`src/shared/aoc_params.svh`:
```
`ifndef AOC_PARAMS_SVH
`define AOC_PARAMS_SVH
// Register word offsets (byte addresses)
`define AOC_ADDR_UNIT     8'h00
`define AOC_ADDR_CHCFG    8'h04
`define AOC_ADDR_SCALE_HI 8'h08
`define AOC_ADDR_SCALE_LO 8'h0c
`define AOC_ADDR_FAULTV   8'h10
`define AOC_ADDR_IDLEV    8'h14
`define AOC_ADDR_CMD      8'h18
`define AOC_ADDR_OUT      8'h1c
`define AOC_ADDR_STATUS   8'h20
// Unit register fields
`define AOC_UNIT_SC_EN    0
`define AOC_UNIT_FMT_LSB  1
`define AOC_UNIT_SWCTL    3
// Channel config fields
`define AOC_CH_RANGE_LSB  0
`define AOC_CH_UL_EN      3
`define AOC_CH_LL_EN      4
`define AOC_CH_FAULT_EN   5
`define AOC_CH_IDLE_EN    6
// Reset values and scale code bounds
`define AOC_SCALE_HI_RST  16'sh03e8
`define AOC_SCALE_LO_RST  16'sh0000
`define AOC_SCALE_MAX     16'sh7fff
`define AOC_SCALE_MIN     16'sh8001
// Range ends in hundredths of a volt or milliamp
`define AOC_END_0V        16'sh0000
`define AOC_END_1V        16'sh0064
`define AOC_END_4MA       16'sh0190
`define AOC_END_5V        16'sh01f4
`define AOC_END_10V       16'sh03e8
`define AOC_END_20MA      16'sh07d0
`endif

```
`src/shared/aoc_pkg.sv`:
```
`default_nettype none
package aoc_pkg;
  typedef enum logic [2:0] {
    AOC_R_0_10V = 3'h0, AOC_R_0_5V = 3'h1, AOC_R_1_5V = 3'h2,
    AOC_R_0_20MA = 3'h3, AOC_R_4_20MA = 3'h4
  } aoc_range_e;
  typedef enum logic [1:0] {
    AOC_F_OFFSET = 2'h0, AOC_F_SIGNMAG = 2'h1, AOC_F_TWOS = 2'h2,
    AOC_F_SCALED = 2'h3
  } aoc_fmt_e;
  typedef enum logic [2:0] {
    AOC_S_RUN = 3'b001, AOC_S_FAULT = 3'b010, AOC_S_IDLE = 3'b100
  } aoc_mode_e;
  typedef struct packed {
    logic        cyc;
    logic        stb;
    logic        we;
    logic [7:0]  adr;
    logic [3:0]  sel;
    logic [31:0] dat;
  } aoc_wb_req_s;
  typedef struct packed {
    logic        ack;
    logic [31:0] dat;
  } aoc_wb_rsp_s;
  typedef struct packed {
    logic        comm_err;
    logic        comm_idle;
    logic        short_det;
  } aoc_link_s;
endpackage : aoc_pkg
`default_nettype wire

```
`src/design/aoc_scaler.sv`:
```
`default_nettype none
`include "aoc_params.svh"
// Maps a scaled value onto the range in hundredths, registered output
module aoc_scaler (
  // Clock and reset
  input  wire logic               sys_clk,
  input  wire logic               rst_n,
  // Operands
  input  wire logic signed [15:0] value,
  input  wire logic signed [15:0] scale_hi,
  input  wire logic signed [15:0] scale_lo,
  input  wire logic signed [15:0] end_lo,
  input  wire logic signed [15:0] end_hi,
  // Result
  output logic signed [15:0]      phys
);
  logic signed [17:0] dv;
  logic signed [17:0] ds;
  logic signed [35:0] prod;
  logic signed [35:0] quo;
  logic signed [35:0] sum;
  logic signed [15:0] phys_reg;
  logic signed [15:0] phys_next;
  always_comb begin
    dv        = 18'(value) - 18'(scale_lo);
    ds        = 18'(scale_hi) - 18'(scale_lo);
    prod      = 36'(dv) * 36'(18'(end_hi) - 18'(end_lo));
    // Zero span would divide by zero; pin to the low end instead
    quo       = (ds == 18'sh0) ? 36'sh0 : prod / 36'(ds);
    sum       = quo + 36'(end_lo);
    phys_next = sum[15:0];
  end
  always_ff @(posedge sys_clk) begin
    if (!rst_n) begin
      phys_reg <= 16'sh0000;
    end else begin
      phys_reg <= phys_next;
    end
  end
  assign phys = phys_reg;
endmodule : aoc_scaler
`default_nettype wire

```
`src/design/aoc_top.sv`:
```
// Design decisions made here: the register offsets and the Wishbone slave port.
`default_nettype none
`include "aoc_params.svh"
// Behaviour
// - Scaled format maps the range linearly onto a span within +-32767.
// - Scale limits are clamped to their legal spans, reset 1000 and 0.
// - A 16-bit limit with top bit set means minus its low 15 bits.
// - Short-circuit error is raised only while detection is enabled.
// - Each channel selects one of five ranges, reset 0-10 V.
// - Four unit-wide data formats, offset binary at reset.
// - Upper check enabled flags an error when output exceeds upper limit.
// - Lower check enabled flags an error when output is below lower limit.
// - On communication error drive the fault value if enabled, else hold.
// - During idle drive the idle value if enabled, else hold.
// - Fault and idle choices apply only under software fail control.
module aoc_top
  import aoc_pkg::*;
(
  // Clock and reset
  input  wire logic           sys_clk,
  input  wire logic           rst_n,
  // Wishbone slave
  input  wire aoc_pkg::aoc_wb_req_s wb_req,
  output aoc_pkg::aoc_wb_rsp_s      wb_rsp,
  // Link and pin status, asynchronous
  input  wire aoc_pkg::aoc_link_s   link_in,
  // Analogue output code, in hundredths of V or mA in scaled format, else the output word
  output logic [15:0]         ao_value,
  output logic                err_short,
  output logic                err_upper,
  output logic                err_lower
);
  import aoc_pkg::*;

  typedef struct packed {
    logic              ack;
    logic [31:0]       rdat;
    logic              sc_en;
    aoc_fmt_e          fmt;
    logic              swctl;
    aoc_range_e        range;
    logic              ul_en;
    logic              ll_en;
    logic              fault_en;
    logic              idle_en;
    logic signed [15:0] scale_hi;
    logic signed [15:0] scale_lo;
    logic signed [15:0] fault_v;
    logic signed [15:0] idle_v;
    logic signed [15:0] cmd;
    logic signed [15:0] out;
    aoc_mode_e         mode;
    aoc_link_s         sync1;
    aoc_link_s         sync2;
    logic              e_short;
    logic              e_up;
    logic              e_lo;
    logic [15:0]       ao;
  } aoc_state_s;

  aoc_state_s st_reg;
  aoc_state_s st_next;
  logic signed [15:0] phys;
  logic signed [15:0] end_lo;
  logic signed [15:0] end_hi;
  logic signed [15:0] wval;
  logic signed [15:0] limv;
  logic               wr;

  // Sign-magnitude limit code to two's complement
  function automatic logic signed [15:0] aoc_sm2s(input logic [15:0] c);
    logic signed [15:0] m;
    m = {1'b0, c[14:0]};
    return c[15] ? -m : m;
  endfunction : aoc_sm2s

  always_comb begin
    case (st_reg.range)
      AOC_R_0_5V: begin
        end_lo = `AOC_END_0V;
        end_hi = `AOC_END_5V;
      end
      AOC_R_1_5V: begin
        end_lo = `AOC_END_1V;
        end_hi = `AOC_END_5V;
      end
      AOC_R_0_20MA: begin
        end_lo = `AOC_END_0V;
        end_hi = `AOC_END_20MA;
      end
      AOC_R_4_20MA: begin
        end_lo = `AOC_END_4MA;
        end_hi = `AOC_END_20MA;
      end
      default: begin
        end_lo = `AOC_END_0V;
        end_hi = `AOC_END_10V;
      end
    endcase
  end

  aoc_scaler u_scaler (
    .sys_clk  (sys_clk),
    .rst_n    (rst_n),
    .value    (st_reg.out),
    .scale_hi (st_reg.scale_hi),
    .scale_lo (st_reg.scale_lo),
    .end_lo   (end_lo),
    .end_hi   (end_hi),
    .phys     (phys)
  );

  always_comb begin
    st_next = st_reg;
    // Write lands at the edge where the master sees ack high
    wr   = wb_req.cyc && wb_req.stb && wb_req.we && st_reg.ack &&
           (&wb_req.sel);
    wval = wb_req.dat[15:0];
    limv = aoc_sm2s(wb_req.dat[15:0]);
    st_next.ack = wb_req.cyc && wb_req.stb && !st_reg.ack;
    st_next.sync1 = link_in;
    st_next.sync2 = st_reg.sync1;
    if (wr) begin
      case (wb_req.adr)
        `AOC_ADDR_UNIT: begin
          st_next.sc_en = wb_req.dat[`AOC_UNIT_SC_EN];
          st_next.fmt   = aoc_fmt_e'(wb_req.dat[`AOC_UNIT_FMT_LSB +: 2]);
          st_next.swctl = wb_req.dat[`AOC_UNIT_SWCTL];
        end
        `AOC_ADDR_CHCFG: begin
          if (wb_req.dat[`AOC_CH_RANGE_LSB +: 3] <= 3'h4) begin
            st_next.range =
              aoc_range_e'(wb_req.dat[`AOC_CH_RANGE_LSB +: 3]);
          end
          st_next.ul_en    = wb_req.dat[`AOC_CH_UL_EN];
          st_next.ll_en    = wb_req.dat[`AOC_CH_LL_EN];
          st_next.fault_en = wb_req.dat[`AOC_CH_FAULT_EN];
          st_next.idle_en  = wb_req.dat[`AOC_CH_IDLE_EN];
        end
        `AOC_ADDR_SCALE_HI: begin
          // Upper limit may not drop to the floor code
          st_next.scale_hi = (limv < -16'sh7ffe) ? -16'sh7ffe : limv;
        end
        `AOC_ADDR_SCALE_LO: begin
          st_next.scale_lo = (limv > 16'sh7ffe) ? 16'sh7ffe : limv;
        end
        `AOC_ADDR_FAULTV: st_next.fault_v = limv;
        `AOC_ADDR_IDLEV:  st_next.idle_v  = limv;
        `AOC_ADDR_CMD: begin
          // -32768 has no scaled meaning, pull it in
          st_next.cmd = (wval == 16'sh8000) ? `AOC_SCALE_MIN : wval;
        end
        default: ;
      endcase
    end
    // Mode selection: error outranks idle
    if (st_reg.sync2.comm_err) begin
      st_next.mode = AOC_S_FAULT;
    end else if (st_reg.sync2.comm_idle) begin
      st_next.mode = AOC_S_IDLE;
    end else begin
      st_next.mode = AOC_S_RUN;
    end
    case (st_reg.mode)
      AOC_S_RUN:   st_next.out = st_next.cmd;
      AOC_S_FAULT: begin
        if (st_reg.swctl && st_reg.fault_en) begin
          st_next.out = st_reg.fault_v;
        end
      end
      AOC_S_IDLE: begin
        if (st_reg.swctl && st_reg.idle_en) begin
          st_next.out = st_reg.idle_v;
        end
      end
      default: st_next.mode = AOC_S_RUN;
    endcase
    st_next.e_short = st_reg.sc_en && st_reg.sync2.short_det;
    st_next.e_up = st_reg.ul_en && (st_reg.out > st_reg.scale_hi);
    st_next.e_lo = st_reg.ll_en && (st_reg.out < st_reg.scale_lo);
    // Scaled format goes through the scaler, others pass the word on
    st_next.ao = (st_reg.fmt == AOC_F_SCALED) ? phys : st_reg.out;
    st_next.rdat = 32'h0;
    case (wb_req.adr)
      `AOC_ADDR_UNIT: begin
        st_next.rdat = {28'h0, st_reg.swctl, st_reg.fmt, st_reg.sc_en};
      end
      `AOC_ADDR_CHCFG: begin
        st_next.rdat = {25'h0, st_reg.idle_en, st_reg.fault_en,
                        st_reg.ll_en, st_reg.ul_en, st_reg.range};
      end
      `AOC_ADDR_SCALE_HI: st_next.rdat = {16'h0, st_reg.scale_hi};
      `AOC_ADDR_SCALE_LO: st_next.rdat = {16'h0, st_reg.scale_lo};
      `AOC_ADDR_FAULTV:   st_next.rdat = {16'h0, st_reg.fault_v};
      `AOC_ADDR_IDLEV:    st_next.rdat = {16'h0, st_reg.idle_v};
      `AOC_ADDR_CMD:      st_next.rdat = {16'h0, st_reg.cmd};
      `AOC_ADDR_OUT:      st_next.rdat = {16'h0, st_reg.out};
      `AOC_ADDR_STATUS: begin
        st_next.rdat = {26'h0, st_reg.mode, st_reg.e_lo, st_reg.e_up,
                        st_reg.e_short};
      end
      default: st_next.rdat = 32'h0;
    endcase
  end

  always_ff @(posedge sys_clk) begin
    if (!rst_n) begin
      st_reg          <= '0;
      st_reg.fmt      <= AOC_F_OFFSET;
      st_reg.range    <= AOC_R_0_10V;
      st_reg.scale_hi <= `AOC_SCALE_HI_RST;
      st_reg.scale_lo <= `AOC_SCALE_LO_RST;
      st_reg.mode     <= AOC_S_RUN;
    end else begin
      st_reg <= st_next;
    end
  end

  assign ao_value  = st_reg.ao;
  assign err_short = st_reg.e_short;
  assign err_upper = st_reg.e_up;
  assign err_lower = st_reg.e_lo;
  assign wb_rsp    = '{ack: st_reg.ack, dat: st_reg.rdat};
endmodule : aoc_top
`default_nettype wire

```
`config.mk`:
```
export PLATFORM = sky130hd
export DESIGN_NAME = aoc_top
export DESIGN_NICKNAME = d
export VERILOG_FILES = /design/src/shared/aoc_pkg.sv /design/src/design/aoc_scaler.sv /design/src/design/aoc_top.sv
export VERILOG_INCLUDE_DIRS = /design/src /design/src/shared
export SDC_FILE = /design/constraint.sdc
export NUM_CORES = 2
export LEC_CHECK = 0
export BUFFER_PORTS_ARGS = -buffer_cell sky130_fd_sc_hd__buf_2
export CORE_MARGIN = 2
export CORE_UTILIZATION = 58
export DETAILED_ROUTE_END_ITERATION = 7
export PLACE_DENSITY = 0.74
export SYNTH_ARGS = -nofsm -noshare
export SYNTH_HDL_FRONTEND = slang
export SYNTH_HIERARCHICAL = 1
export SYNTH_SLANG_ARGS = --single-unit
```
`constraint.sdc`:
```
create_clock -name sys_clk -period 208.4 [get_ports sys_clk]
set_input_delay 10.42 -clock sys_clk [delete_from_list [all_inputs] [get_ports sys_clk]]
set_output_delay 10.42 -clock sys_clk [all_outputs]
set_load 0.03 [all_outputs]
```
# Word level (Yosys, flattened, before mapping)
# Cells that the tools add are included.
[op_classes] add_sub_neg=5 n_mul=1 div_mod_pow=1 n_lt_le_gt_ge=5 n_eq_ne=19 mux=16 bitwise=2 n_reduce_logical=28
[op_table] operator="$mux W16" n=10
[op_table] operator="$pmux W16 S9" n=1
[op_table] operator="$pmux W16 S3" n=1
[op_table] operator="$div A36 B36 Y36" n=1
[op_table] operator="$sub A16 B16 Y17" n=2
[op_table] operator="$eq A8 B5 Y1 const B" n=4
[op_table] operator="$mul A17 B12 Y29" n=1
[op_table] operator="$pmux W11 S2" n=1
[op_table] operator="$logic_not A18 Y1" n=1
[op_table] operator="$pmux W9 S2" n=1
[op_table] operator="$add A16 B10 Y16" n=1
[op_table] operator="$eq A16 B16 Y1 const B" n=1
[op_table] operator="$eq A8 B4 Y1 const B" n=2
[op_table] operator="$gt A16 B16 Y1" n=1
[op_table] operator="$gt A16 B16 Y1 const B" n=1
[op_table] operator="$lt A16 B16 Y1" n=1
[op_table] operator="$lt A16 B16 Y1 const B" n=1
[op_table] operator="$neg A15 Y16" n=1
[op_table] operator="$reduce_and A2 Y1" n=7
[op_table] operator="$sub A11 B9 Y12" n=1
[op_table] operator="$logic_and A1 B1 Y1" n=10
[op_table] operator="$eq A3 B2 Y1 const B" n=3
[op_table] operator="$eq A8 B3 Y1 const B" n=1
[op_table] operator="$eq A8 B6 Y1 const B" n=1
[op_table] operator="other kinds (15)" n=22
[word_totals] regBits=184 output_inout_bits=52 elab_cells=106

# Depth between registers and ports, before layout
[logic_depth] ltp_word=8 ltp_mapped=520 ltp_nobuf=484

# Hierarchy
# The synthesis kept the hierarchy.
[modules_own_cells] module="aoc_scaler" instances=1 cells_per_inst=7179 area_per_inst_um2=51400.5
[modules_own_cells] module="aoc_top" instances=1 cells_per_inst=928 area_per_inst_um2=7966.4

# Worst setup path after synthesis
# Ideal clock, no wire load.
[synth_path] kind="flip-flop to flip-flop" from="register st_reg[92] (netlist name)" to="register u_scaler.phys_reg[15] (netlist: u_scaler/phys[15])" t_arrival_ns=99.624 required_time_ns=208.324 setup_slack_ns=108.701 path_stages_with_launch=482 period_less_slack_ns=99.699 cell_sequence="dfxtp_1 > ha_1 > inv_1 > fa_1 > a21o_1 > a21oi_1 > o21bai_1 > a21oi_1 > o21bai_1 > a21oi_1 > o21bai_1 > a21oi_1 > o21bai_1 > a21oi_1 > o21bai_1 > a21oi_1 > nor2b_1 > nor3_1 > [446 not listed] > nor2_1 > ha_1 > a21oi_1 > o21bai_1 > a21oi_1 > o21bai_1 > a21oi_1 > o21bai_1 > a21oi_1 > o21bai_1 > a21oi_1 > o21bai_1 > a21oi_1 > o21bai_1 > a21oi_1 > xnor2_1 > or3_1 > a21boi_0"
[synth_via] elab_chain_cells=5 elab_cells_between_ends=7 cone_classes="add/sub (3); mul (1); div (1); mux (1); reduce/logical (1)"
[synth_lines] element="$sub A16 B16 Y17" line="aoc_scaler.sv:25" rtl="dv = 18'(value) - 18'(scale_lo);"
[synth_lines] element="$mul A17 B12 Y29" line="aoc_scaler.sv:27" rtl="prod = 36'(dv) * 36'(18'(end_hi) - 18'(end_lo));"
[synth_lines] element="$div A36 B36 Y36" line="aoc_scaler.sv:29" rtl="quo = (ds == 18'sh0) ? 36'sh0 : prod / 36'(ds);"
[synth_lines] element="$mux W16 *" line="aoc_scaler.sv:29"
[synth_lines] element="$add A16 B10 Y16 *" line="aoc_scaler.sv:30" rtl="sum = quo + 36'(end_lo);"
[synth_lines] element="to (signal assigned)" line="aoc_scaler.sv:37" rtl="phys_reg <= phys_next;"
[synth_lines] element="to (decl)" line="aoc_scaler.sv:22" rtl="logic signed [15:0] phys_reg;"
# Every way passes the cells marked *; elsewhere a longest branch is shown, timed or not.
# A chain may end at the register's enable or synchronous reset.

# Worst setup path after layout
[layout_path] from="register st_reg[129] (netlist bit)" to="register u_scaler.phys_reg[15] (netlist: u_scaler/phys[15])"
[layout_via] elab_cells_between_ends=13 cone_classes="add/sub (2); mul (1); div (1); eq/ne (4); mux (3); reduce/logical (2)"
[layout_lines] element="from (decl)" line="aoc_top.sv:61" rtl="aoc_state_s st_reg;"
[layout_lines] element="from (signal assigned)" line="aoc_top.sv:215" rtl="st_reg <= st_next;"
[layout_lines] element="$eq A3 B3 Y1 / $eq A3 B2 Y1 (equally long branches)" line="aoc_top.sv:78" rtl="case (st_reg.range)"
[layout_lines] element="$pmux W9 S2 *" line="aoc_top.sv:78"
[layout_lines] element="via end_lo[2]" line="aoc_top.sv:64" rtl="logic signed [15:0] end_lo;"
[layout_lines] element="$sub A11 B9 Y12" line="aoc_scaler.sv:27"
[layout_lines] element="$mul A17 B12 Y29" line="aoc_scaler.sv:27"
[layout_lines] element="$div A36 B36 Y36" line="aoc_scaler.sv:29"
[layout_lines] element="$mux W16" line="aoc_scaler.sv:29"
[layout_lines] element="$add A16 B10 Y16 *" line="aoc_scaler.sv:30"
# Mark *: on every way through the listed nets, which the timed path passes. The rest lies on a longest branch.

==> impl_metrics.csv <==
group,metric,value,unit
run_status,outcome,"finished, violations left",
run_status,violations,"DRC",
cts,hold_buffers,0,
logic_synthesis,synth_seq_cells,168,
cts,cts.sinks,168,
cts,cts-root-buf,"clkbuf_16",
floorplanning,placementRows,117,
logic_synthesis,synth.area.mux_share,0.0341,
timing,min_period,122.25,ns
placement,place.gp.congestion,1.01,
cts,cts_buffers,17,
worst_setup_path,crit_fanout,45,
route,firstDrtPassIters,8,
final_layout,final_cell_mix,"ha_1 (851), nor2_1 (848), nand2_1 (825), inv_1 (627), a21oi_1 (555)",
timing,slew_violations,0,
logic_synthesis,ys_warn_count,6,
timing,fin_tns_setup,0,ns
worst_setup_path,critPathTopFamily,"compound AO/OA/AOI/OAI gates",
cts,cts_tree,"done",
timing,hold_viol_final,0,
floorplanning,initial_core_util,0.584,
logic_synthesis,synth_cell_types,118,
cts,htreeDepth,4,
timing,rsz0062_at_grt,"no",
worst_setup_path,startpoint,"st_reg[129]$_SDFFE_PN0P_",
worst_setup_path,crit_top_cell,"a21oi_1",
floorplanning,core,0.102,mm²
worst_setup_path,crit_type,"flip-flop to flip-flop",
logic_synthesis,ys.flop_type,"dfxtp_1",
worst_setup_path,path_buf_inv,37,
timing,max_freq,8.18,MHz
floorplanning,die_area,0.105,mm²
logic_synthesis,synth_compound_area_frac,0.261,
route,avgViaCountPerCell,6.36,
logic_synthesis,synth_top_cell_area_share,0.180,
global_routing,grt_max_degree,84,
final_layout,syn_to_final_growth,5.56,%
timing,relSlewSlack,0.0986,
logic_synthesis,synth-xor-area-share,0.0799,
run,cap_violations,0,
logic_synthesis,synth-simple-area-share,0.224,
worst_setup_path,critPathLaunchType,"flip-flop",
global_routing,overflow,0,
final_layout,largest_register_ffs,113,
placement,place_hpwl,161000,µm
placement,io_buffer_count,71,
cts,clk-insertion-delay-late,0.44,ns
worst_setup_path,slowest_delay,1.08,ns
logic_synthesis,synth_area_leader_cell,"ha_1",
worst_setup_path,crit_slowest_cell,"a221oi_2",
logic_synthesis,synthAdderAreaFrac,0.281,
floorplanning,ioPinCount,104,
worst_setup_path,cp_data_required_time,208.77,ns
route,wl_per_cell,20.9,µm
timing,fin_crit_sh,0.587,
global_routing,grt_pass1_wl,311000,µm
cts,clk_pin_slew,0.08,ns
logic_synthesis,synth_area,0.0594,mm²
timing,tightest_slew,1.35,ns
final_layout,n_antenna_cell,0,
route,drt_wl_total,201000,µm
final_layout,drive_above_1_share,0.0705,
floorplanning,die_x,324,µm
logic_synthesis,synth_top_family_by_area,"adder cells",
route,num_vias,61300,
logic_synthesis,avgSynthCellArea,7.32,µm²
final_layout,mostFrequentLayoutCell,"ha_1",
logic_synthesis,synth_edf_count,0,
hold_path,hold_class,"flip-flop to flip-flop",
logic_synthesis,seq_area_frac_synth,0.0567,
final_layout,fin_nets,9446,
cts,cts_resized,0,
worst_setup_path,end_kind,"flip-flop",
logic_synthesis,async_flop_share,0,
global_routing,grt_pass1_vias,57600,
hold_path,hold_start,"st_reg[20]$_SDFF_PN0_",
logic_synthesis,netlist_instances,8107,
worst_setup_path,reg2reg_from,"st_reg[129]$_SDFFE_PN0P_",
route,detail-route-antenna-nets,0,
floorplanning,die_y,324,µm
route,drt_iter0_drc,5485,
global_routing,antenna_found_initial,1,
timing,setup_violations,0,
timing,fin_worst_skew,0.0169,ns
cts,post_cts_buffers,0,
logic_synthesis,synth_area_leaders,"ha_1 (18%), fa_1 (10%), dfxtp_1 (5.7%)",
route,drc,12,
worst_setup_path,worstPathArrival,122.63,ns
global_routing,grtUsageTotal,0.371,
cts,cts_buffer_depth,2,
-- cell usage after synthesis (all sizes together) (18+ instances only) --
cell type / instances
nor3: 221
and2: 99
inv: 629
and3: 57
clkbuf: 190
nand4: 86
nor2b: 116
nor4: 40
o22ai: 18
mux2i: 65
a21oi: 564
o311ai: 27
buf: 116
xor2: 197
a31oi: 104
dfxtp: 168
a211o: 20
and4: 25
or3: 85
nand3: 157
xnor2: 343
or2: 80
o211ai: 55
a211oi: 77
a31o: 28
ha: 852
o221ai: 33
nor2: 855
mux2: 122
o31ai: 69
o21bai: 63
nand2: 826
nand2b: 92
o211a: 47
fa: 300
a21boi: 36
a21o: 250
a22oi: 38
o21ai: 438
o21a: 203
a221oi: 24
-- cell type report --
cell class | instances | area, µm²
clock inverter | 15 | 195
clock buffer | 17 | 425
tap | 1368 | 1710
multi-input combinational | 7239 | 53400
timing repair buffer | 186 | 1220
fill | 9523 | 38900
inverter | 630 | 2360
sequential | 168 | 3360
-- cell families (layout without fill, tap and decap cells) --
family	count (synthesis)	in the layout
mux	187	187
xor+xnor	540	540
flops	168	168
fa+ha+maj	1152	1152
buf+inv	936	848
simple gates	2819	2819
compound gates	2301	2301
other cells	4	240
-- per-stage QoR --
stage                util  area (µm²)  hold WS [ns]  std cells  setup WS (ns)
CTS                 0.617       62700         0.429       9623          89.52
global route        0.617       62700         0.453       9623          78.32
detailed placement  0.611       62000         0.424       9591          90.12
finish              0.617       62700         0.429       9623          86.15
global placement    0.611       62000         0.414       9591          91.33
floorplan               -       60300         0.410       8343         108.70
-- path summary, 6_finish.rpt --
check                                                    end  slack [ns]  cells past startpoint
worst max-delay path            u_scaler/phys[15]$_SDFF_PN0_       86.15                    449
worst min-delay path                   st_reg[25]$_SDFF_PN1_        0.43                      1
worst max register to register  u_scaler/phys[15]$_SDFF_PN0_       86.15                    449
worst min register to register         st_reg[25]$_SDFF_PN1_        0.43                      1
-- metal layers --
| layer | track usage | vias up | routed length (µm) |
|---|---|---|---|
| met3 | 0.0641 | 709 | 18300 |
| li1 | - | 29000 | - |
| met5 | 0 | - | 13 |
| met1 | 0.449 | 28800 | 78100 |
| met4 | 0.218 | 2 | 14100 |
| met2 | 0.619 | 2729 | 90200 |
Power is left out: the tool's default activity adds up to more than one toggle a clock period on the data nets, which glitch-free logic cannot reach.
